[config.mk]
export PLATFORM = sky130hd
export DESIGN_NAME = sbb_safety_baseblock
export DESIGN_NICKNAME = d
export VERILOG_FILES = /design/src/hw/sbb_pkg.sv /design/src/hw/sbb_off_filter.sv /design/src/hw/sbb_safety_baseblock.sv
export SDC_FILE = /design/constraint.sdc
export NUM_CORES = 1
export LEC_CHECK = 0
export BUFFER_PORTS_ARGS = -buffer_cell sky130_fd_sc_hd__buf_2
export CORE_ASPECT_RATIO = 1.4
export CORE_UTILIZATION = 55
export CTS_BUF_LIST = sky130_fd_sc_hd__clkbuf_4
export DETAILED_ROUTE_END_ITERATION = 10
export GPL_ROUTABILITY_DRIVEN = 1
export PLACE_DENSITY = 0.75
export SYNTH_ARGS = -nofsm -noshare
export SYNTH_HDL_FRONTEND = slang
export SYNTH_SLANG_ARGS = --single-unit
[constraint.sdc]
create_clock -name pclk -period 4.4 [get_ports pclk]
set_input_delay 0.88 -clock pclk [delete_from_list [all_inputs] [get_ports pclk]]
set_output_delay 0.88 -clock pclk [all_outputs]
set_load 0.05 [all_outputs]
[src/hw/sbb_pkg.sv]
package sbb_pkg;

    // Register byte offsets
    localparam logic [7:0] SBB_OFF_CTRL    = 8'h00;
    localparam logic [7:0] SBB_OFF_CMD     = 8'h04;
    localparam logic [7:0] SBB_OFF_STATUS  = 8'h08;
    localparam logic [7:0] SBB_OFF_IOMON   = 8'h0c;
    localparam logic [7:0] SBB_OFF_BKDELAY = 8'h10;

    // Control register fields
    localparam int SBB_CTRL_STOP_DB     = 0;  // stop_method_select: dynamic brake
    localparam int SBB_CTRL_MOTION_BUSY = 1;  // an action command is executing
    localparam int SBB_CTRL_UTIL_MODE   = 2;  // utility function mode entered
    localparam int SBB_CTRL_UTIL_MOVE   = 3;  // jog/search/tuning style utility running
    localparam int SBB_CTRL_MAIN_PWR    = 4;  // main circuit power present
    localparam logic [4:0] SBB_CTRL_RESET = 5'h10;

    // Host command codes
    localparam logic [7:0] SBB_CMD_SERVO_ON  = 8'h31;
    localparam logic [7:0] SBB_CMD_SERVO_OFF = 8'h32;
    localparam logic [7:0] SBB_CMD_ALM_CLR   = 8'h06;
    localparam logic [7:0] SBB_CMD_NOP       = 8'h00;

    // IO monitor field position of the baseblock flag
    localparam int SBB_IOMON_HBB = 10;

    // Brake-to-servo-off delay after reset, in cycles
    localparam logic [23:0] SBB_BKDELAY_RESET = 24'h000000;

    // Timing, figures as printed, and the clock
    localparam real SBB_CLK_MHZ       = 40.0;
    localparam real SBB_FILT_MS       = 0.5;
    localparam real SBB_POWER_OFF_MS  = 20.0;
    localparam real SBB_MISMATCH_S    = 10.0;
    localparam int  SBB_FILT_CYC      = int'(SBB_FILT_MS * SBB_CLK_MHZ * 1000.0);
    localparam int  SBB_POWER_OFF_CYC = int'(SBB_POWER_OFF_MS * SBB_CLK_MHZ * 1000.0);
    localparam int  SBB_MISMATCH_CYC  = int'(SBB_MISMATCH_S * SBB_CLK_MHZ * 1.0e6);

    // Supervisory states
    typedef enum logic [1:0] {
        SBB_ST_OFF,
        SBB_ST_RUN,
        SBB_ST_HARDWIRED_BASEBLOCK,
        SBB_ST_BB
    } sbb_state_t;

    // Status word seen by software
    typedef struct packed {
        logic [1:0] safety_input_monitor;
        logic       utility_locked;
        logic       input_timing_alarm;
        logic       command_warning;
        logic       hardwired_baseblock;
        logic       servo_on_status;
    } sbb_status_t;

    // Outputs to the power stage
    typedef struct packed {
        logic motor_power;
        logic brake_release_out;
        logic dynamic_brake;
        logic external_device_monitor_out;
    } sbb_drive_t;

endpackage : sbb_pkg

[src/hw/sbb_off_filter.sv]
`timescale 1ns/1ps
`default_nettype none

// Suppresses short OFF pulses on one safety channel
module sbb_off_filter #(
    parameter int FILT_CYC = sbb_pkg::SBB_FILT_CYC,
    parameter int CW       = 16
) (
    // Clock and reset
    input  wire logic pclk,
    input  wire logic presetn,
    // Channel
    input  wire logic raw_on,
    output logic      filt_on
);
    import sbb_pkg::*;

    localparam logic [CW-1:0] LIMIT = CW'(FILT_CYC);

    logic [CW-1:0] low_cnt;
    wire           expired = (low_cnt == LIMIT);

    // OFF accepted only once low longer than the limit; ON taken at once
    always_ff @(posedge pclk or negedge presetn) begin
        if (!presetn) begin
            low_cnt <= '0;
            filt_on <= 1'b0;
        end else if (raw_on) begin
            low_cnt <= '0;
            filt_on <= 1'b1;
        end else if (expired) begin
            filt_on <= 1'b0;
        end else begin
            low_cnt <= low_cnt + 1'b1;
        end
    end

endmodule : sbb_off_filter

`default_nettype wire

[src/hw/sbb_safety_baseblock.sv]
`timescale 1ns/1ps
`default_nettype none

module sbb_safety_baseblock #(
    parameter int FILT_CYC     = sbb_pkg::SBB_FILT_CYC,
    parameter int MISMATCH_CYC = sbb_pkg::SBB_MISMATCH_CYC
) (
    // APB slave
    input  wire logic        pclk,
    input  wire logic        presetn,
    input  wire logic        psel,
    input  wire logic        penable,
    input  wire logic        pwrite,
    input  wire logic [7:0]  paddr,
    input  wire logic [31:0] pwdata,
    output logic             pready,
    output logic             pslverr,
    output logic [31:0]      prdata,
    // Safety unit inputs, low requests baseblock
    input  wire logic        safety_request_a_n,
    input  wire logic        safety_request_b_n,
    // Power stage
    output sbb_pkg::sbb_drive_t drive,
    // Utility operation permit
    output logic             utility_enable
);
    import sbb_pkg::*;

    // Safety channels with short-pulse suppression
    // Filters wake up OFF, so a power-up always passes through baseblock first
    logic [1:0] raw_on;
    logic [1:0] filt_on;
    assign raw_on = {safety_request_b_n, safety_request_a_n};

    genvar gi;
    generate
        for (gi = 0; gi < 2; gi++) begin : g_chan
            sbb_off_filter #(
                .FILT_CYC (FILT_CYC),
                .CW       (32)
            ) u_filt (
                .pclk    (pclk),
                .presetn (presetn),
                .raw_on  (raw_on[gi]),
                .filt_on (filt_on[gi])
            );
        end
    endgenerate

    // Registers
    logic [4:0]  ctrl;
    logic [23:0] bk_delay;
    sbb_state_t  state;
    sbb_state_t  next_state;
    logic        son_while_bb;
    logic        cmd_warning;
    logic        timing_alarm;
    logic        util_locked;
    logic [31:0] mismatch_cnt;
    logic [23:0] off_delay_cnt;
    sbb_drive_t  next_drive;

    // APB decode
    wire access   = psel & penable;
    wire wr       = access & pwrite;
    wire hit_ctrl = (paddr == SBB_OFF_CTRL);
    wire hit_cmd  = (paddr == SBB_OFF_CMD);
    wire hit_stat = (paddr == SBB_OFF_STATUS);
    wire hit_iom  = (paddr == SBB_OFF_IOMON);
    wire hit_bkd  = (paddr == SBB_OFF_BKDELAY);
    wire mapped   = hit_ctrl | hit_cmd | hit_stat | hit_iom | hit_bkd;

    // Command strobe: one cycle per write to the command register
    // Any code but servo-on counts as the different command that re-arms servo-on
    wire [7:0] cmd_code   = pwdata[7:0];
    wire       cmd_valid  = wr & hit_cmd;
    wire       cmd_son    = cmd_valid & (cmd_code == SBB_CMD_SERVO_ON);
    wire       cmd_soff   = cmd_valid & (cmd_code == SBB_CMD_SERVO_OFF);
    wire       cmd_aclr   = cmd_valid & (cmd_code == SBB_CMD_ALM_CLR);
    wire       cmd_other  = cmd_valid & ~cmd_son;

    // Control bits
    wire stop_method_select = ctrl[SBB_CTRL_STOP_DB];
    wire motion_busy        = ctrl[SBB_CTRL_MOTION_BUSY];
    wire util_mode          = ctrl[SBB_CTRL_UTIL_MODE];
    wire util_move          = ctrl[SBB_CTRL_UTIL_MOVE];
    wire main_pwr           = ctrl[SBB_CTRL_MAIN_PWR];

    // Baseblock request and entry
    wire hardwired_baseblock_req   = ~filt_on[0] | ~filt_on[1];
    wire both_off   = ~filt_on[0] & ~filt_on[1];
    wire in_hardwired_baseblock    = (state == SBB_ST_HARDWIRED_BASEBLOCK);
    wire enter_hardwired_baseblock = hardwired_baseblock_req & ~in_hardwired_baseblock;
    wire was_active = (state == SBB_ST_RUN) | motion_busy;
    wire off_delay  = (off_delay_cnt != '0);

    // Servo-on accepted only from a clean plain-baseblock or servo-off state
    wire son_ok = ~cmd_warning & ~util_locked & ~timing_alarm;

    // Next state
    always_comb begin
        next_state = state;
        case (state)
            SBB_ST_OFF: begin
                if (cmd_son && son_ok) begin
                    next_state = SBB_ST_RUN;
                end
            end
            SBB_ST_RUN: begin
                if (cmd_soff) begin
                    next_state = SBB_ST_OFF;
                end
            end
            SBB_ST_HARDWIRED_BASEBLOCK: begin
                // Hold without main power until servo-off
                if (!hardwired_baseblock_req && (main_pwr || cmd_soff)) begin
                    next_state = SBB_ST_BB;
                end
            end
            SBB_ST_BB: begin
                if (cmd_son && son_ok && !son_while_bb) begin
                    next_state = SBB_ST_RUN;
                end
            end
            default: next_state = SBB_ST_OFF;
        endcase
        if (hardwired_baseblock_req) begin
            next_state = SBB_ST_HARDWIRED_BASEBLOCK;
        end
    end

    // Power stage values
    // Power and brake drop straight from the request, never waiting on the state
    always_comb begin
        next_drive.motor_power = ((state == SBB_ST_RUN) | off_delay) & ~hardwired_baseblock_req;
        next_drive.brake_release_out = (state == SBB_ST_RUN) & ~hardwired_baseblock_req;
        next_drive.dynamic_brake = in_hardwired_baseblock & stop_method_select;
        next_drive.external_device_monitor_out = both_off;
    end

    // State and drive outputs
    always_ff @(posedge pclk or negedge presetn) begin
        if (!presetn) begin
            state <= SBB_ST_OFF;
            drive <= '0;
        end else begin
            state <= next_state;
            drive <= next_drive;
        end
    end

    // Servo-on during baseblock: cleared only by a different command
    always_ff @(posedge pclk or negedge presetn) begin
        if (!presetn) begin
            son_while_bb <= 1'b0;
        end else if (cmd_son && (in_hardwired_baseblock || hardwired_baseblock_req)) begin
            son_while_bb <= 1'b1;
        end else if (cmd_other && !hardwired_baseblock_req && state == SBB_ST_BB) begin
            son_while_bb <= 1'b0;
        end else if (state == SBB_ST_RUN) begin
            son_while_bb <= 1'b0;
        end
    end

    // Command warning: set wins over alarm clear
    always_ff @(posedge pclk or negedge presetn) begin
        if (!presetn) begin
            cmd_warning <= 1'b0;
        end else if (enter_hardwired_baseblock && was_active) begin
            cmd_warning <= 1'b1;
        end else if (cmd_aclr) begin
            cmd_warning <= 1'b0;
        end
    end

    // Interrupted moving utility stays locked until the mode is left
    always_ff @(posedge pclk or negedge presetn) begin
        if (!presetn) begin
            util_locked <= 1'b0;
        end else if (enter_hardwired_baseblock && util_mode && util_move) begin
            util_locked <= 1'b1;
        end else if (!util_mode) begin
            util_locked <= 1'b0;
        end
    end

    // Channel disagreement timer
    // Counter saturates, so a very long disagreement can never wrap back to zero
    wire mismatch = filt_on[0] ^ filt_on[1];
    wire mm_limit = (mismatch_cnt == 32'(MISMATCH_CYC));
    always_ff @(posedge pclk or negedge presetn) begin
        if (!presetn) begin
            mismatch_cnt <= '0;
        end else if (!mismatch) begin
            mismatch_cnt <= '0;
        end else if (!mm_limit) begin
            mismatch_cnt <= mismatch_cnt + 32'h00000001;
        end
    end

    // Timing alarm sticky; clear refused while still disagreeing
    always_ff @(posedge pclk or negedge presetn) begin
        if (!presetn) begin
            timing_alarm <= 1'b0;
        end else if (mm_limit) begin
            timing_alarm <= 1'b1;
        end else if (cmd_aclr && !mismatch) begin
            timing_alarm <= 1'b0;
        end
    end

    // Brake-to-servo-off delay on a normal servo-off only
    always_ff @(posedge pclk or negedge presetn) begin
        if (!presetn) begin
            off_delay_cnt <= '0;
        end else if (hardwired_baseblock_req) begin
            off_delay_cnt <= '0;
        end else if (state == SBB_ST_RUN && cmd_soff) begin
            off_delay_cnt <= bk_delay;
        end else if (off_delay) begin
            off_delay_cnt <= off_delay_cnt - 24'h000001;
        end
    end

    // Software-writable registers
    always_ff @(posedge pclk or negedge presetn) begin
        if (!presetn) begin
            ctrl     <= SBB_CTRL_RESET;
            bk_delay <= SBB_BKDELAY_RESET;
        end else if (wr && hit_ctrl) begin
            ctrl <= pwdata[4:0];
        end else if (wr && hit_bkd) begin
            bk_delay <= pwdata[23:0];
        end
    end

    // Status view
    sbb_status_t status;
    always_comb begin
        status.safety_input_monitor = filt_on;
        status.utility_locked       = util_locked;
        status.input_timing_alarm   = timing_alarm;
        status.command_warning      = cmd_warning;
        status.hardwired_baseblock  = in_hardwired_baseblock;
        status.servo_on_status      = (state == SBB_ST_RUN);
    end

    // Utility functions blocked by baseblock or an unfinished cancel
    assign utility_enable = util_mode & ~util_locked & ~in_hardwired_baseblock;

    // Read mux; IO monitor carries the baseblock flag at bit 10
    logic [31:0] rd_mux;
    always_comb begin
        rd_mux = 32'h00000000;
        if (hit_ctrl) begin
            rd_mux = {27'h0000000, ctrl};
        end else if (hit_stat) begin
            rd_mux = {25'h0000000, status};
        end else if (hit_iom) begin
            rd_mux[SBB_IOMON_HBB] = in_hardwired_baseblock;
        end else if (hit_bkd) begin
            rd_mux = {8'h00, bk_delay};
        end
    end

    // Read data captured in the setup cycle, stable through access
    // Trade-off: sampling one cycle early keeps prdata registered with no wait state
    always_ff @(posedge pclk or negedge presetn) begin
        if (!presetn) begin
            prdata <= 32'h00000000;
        end else if (psel && !penable && !pwrite) begin
            prdata <= rd_mux;
        end
    end

    // Zero-wait slave; unmapped addresses answer with an error
    assign pready  = 1'b1;
    assign pslverr = access & ~mapped;

endmodule : sbb_safety_baseblock

`default_nettype wire

==> metrics.cfg <==
[worst_setup_path]
cp-start-kind=flop
critical_path_arrival_ns=1.95
crit_path_end_kind=output pin
cp.required_ns=3.52
path_class=reg2out
cp_max_fo=6

[power_and_ir_drop]
clockPowerShare=0.325
p_per_area_nw_per_um2=273.9
seq_power_share=0.627
fin_total_pwr_uw=2756
sw_frac_of_total=0.2605
p_leak_uw=0.004663
internal-power_uw=2038
comb_power_share=0.048
netSwitchingPower_uw=718.0
ir_drop_v=0.0001842

[global_routing]
grtUsageMet1=0.2806
grt_max_degree=101
busiest_layer=met2
grtUsageMet3=0.04454
antenna_found_initial=3
overflow=0
grtUsageMet2=0.4167
track_usage=0.2337
grt_pass1_wl_um=32520
grt_pass1_vias=6803

[floorplanning]
die_area_um2=17520
rows=56
design.core.area_um2=16680
initial_core_util=0.5602
ios=86
chipHeight_um=156.2
fp.dieW_um=112.2

[drt]
drtPass1Iterations=8
totalWireLength_um=19130
via_per_inst=5.745
drtIter0Drc=320
wire_per_inst_um=16.11
drc=18
vias=6825
drtAntennaViolNets=0

[timing]
period_needed_ns=2.827
setup_viol=0
fmax_mhz=353.7
fin_setup_tns_ns=0
rsz0062_at_grt=false
hold_violations=0
slew_violations=0
clock_skew_ns=0.02789
tightest_slew_ns=1.046
worst_hold_slack_ns=0.3504
period_share=0.6426
maxSlewHeadroom=0.3026

[run_status]
status=finished, violations left
violations=design-rule violations

[final_layout]
final_nets=1027
stdcell_count=1188
drive_gt1_frac=0.1485
synthToLayoutAreaGrowth_pct=7.701
design_area_um2=10060
fillers=1450

[synthesis]
netlist_top_cells_count=dfrtp_1, nor2_1, nand2_1
synth_cell_types=59
yosys.cell_count.top_type=dfrtp_1
synth-async-reset-ratio=1.000
syn-cell-area_um2=9343
synth_edf_count=0
synth_cells=917
ys_seq_elements=185
postSynthAreaPerCell_um2=10.19
ys_warn_count=0
synth_ff_type=dfrtp_1
ys_seq_area_frac=0.4956
synth_top_area_share=0.4928
synthTopCellsByArea=dfrtp_1, xnor2_1, nor2_1, xor2_1, mux2_2
yosys.area.top_type=dfrtp_1

[placement]
dpl-instance-area_um2=9787
io_buffers=68
placedCellCount=1154
dp_hpwl_um=13150
finalWeightedCongestion=0.8430

[clocking]
h-tree-depth=4
cts_buffers=17
clkLatencyLatePin_ns=0.59
clock_sinks=185
cts_tree=done
clk_path_buf_depth=2
post-cts-setup-buffer-count=0
clkTransAtPathRegs_ns=0.16
cts.hold.buffers_added=0
cts-root-buf=clkbuf_4
cts.repair.resized=0

[flow_run]
drv_cap=0

[min_path]
worstHoldPathType=in2async

through the flow:
stage / setup slack, ns / utilization
after floorplan: 1.310 / -
after global placement: 1.289 / 0.5869
after detailed placement: 1.282 / 0.5869
after CTS: 1.543 / 0.6031
after global routing: 1.490 / 0.6032
final: 1.573 / 0.6034
critical path, stage by stage, from the launching register on:
cell	delay [ns]
dfrtp_1	0.46
inv_1	0.15
nor2_1	0.12
nor3b_1	0.31
buf_2	0.33
layout by cell type (no fill, tap or decap), drive strengths merged, types with 10 or more instances in the layout:
master and instances:
buf 74, nand2b 14, and3 16, clkbuf 18
mux2i 15, a22oi 17, and2 31, o21ai 15
dfrtp 184, a22o 17, xnor2 56, nor3 30
nand3 50, nand4 35, xor2 42, nor4 27
inv 23, nand2 59, ha 10, nor2 99
and4 15, o31ai 11, a21oi 11, mux2 29
cell families after synthesis:
kind of cell	synth area share
compound gates	0.06495
mux	0.05303
fa+ha+maj	0.01446
flops	0.4956
buf+inv	0.03308
other cells	0.0008038
simple gates	0.2462
xor+xnor	0.09187
cell type report:
| cell class | count | area [µm²] | area share |
|---|---|---|---|
| Inverter | 19 | 71.32 | 0.007088 |
| Clock buffer | 17 | 127.6 | 0.01268 |
| Sequential cell | 185 | 4631 | 0.4602 |
| Clock inverter | 15 | 142.6 | 0.01418 |
| Multi-Input combinational cell | 672 | 4429 | 0.4402 |
| Tap cell | 203 | 254.0 | 0.02524 |
| Timing Repair Buffer | 75 | 401.6 | 0.03992 |
| Antenna cell | 2 | 5.005 | 0.0004974 |
layer usage:
layer  vias to the layer above  part of all wire
met1                      3334              0.43
met2                       125              0.52
li1                       3340                 -
met3                        24             0.041
met4                         2             0.017
met5                         -           0.00068
sequential cells by signal, summed over array words and instances (netlist names), 2 cells and up:
register               flops
drive                      4
mismatch_cnt              32
g_chan.u_filt.filt_on      2
ctrl                       5
g_chan.u_filt.low_cnt     64
bk_delay                  24
state                      2
prdata                    24
off_delay_cnt             24
final timing paths:
check | from | end | slack (ns) | cells after the start
setup / recovery | state[1] | utility_enable | 1.57 | 4
hold reg to reg | prdata[1] | prdata[1] | 0.50 | 2
min in group pclk | prdata[1] | prdata[1] | 0.50 | 2
hold / removal | presetn | son_while_bb | 0.35 | 1
setup reg to reg | g_chan[0].u_filt.filt_on | state[0] | 1.90 | 3
max in group asynchronous | presetn | ctrl[4] | 3.12 | 2
power groups by stage:
| stage | clock network [µW] | registers (µW) | logic, µW |
|---|---|---|---|
| final | 896 | 1730 | 133 |
| after global routing | 979 | 1730 | 152 |
| after CTS | 928 | 1730 | 137 |
| after detailed placement | 0 | 1760 | 137 |
| after global placement | 0 | 1760 | 136 |
| after floorplan | 0 | 1760 | 72.6 |
(Power assumes the default switching activity.)
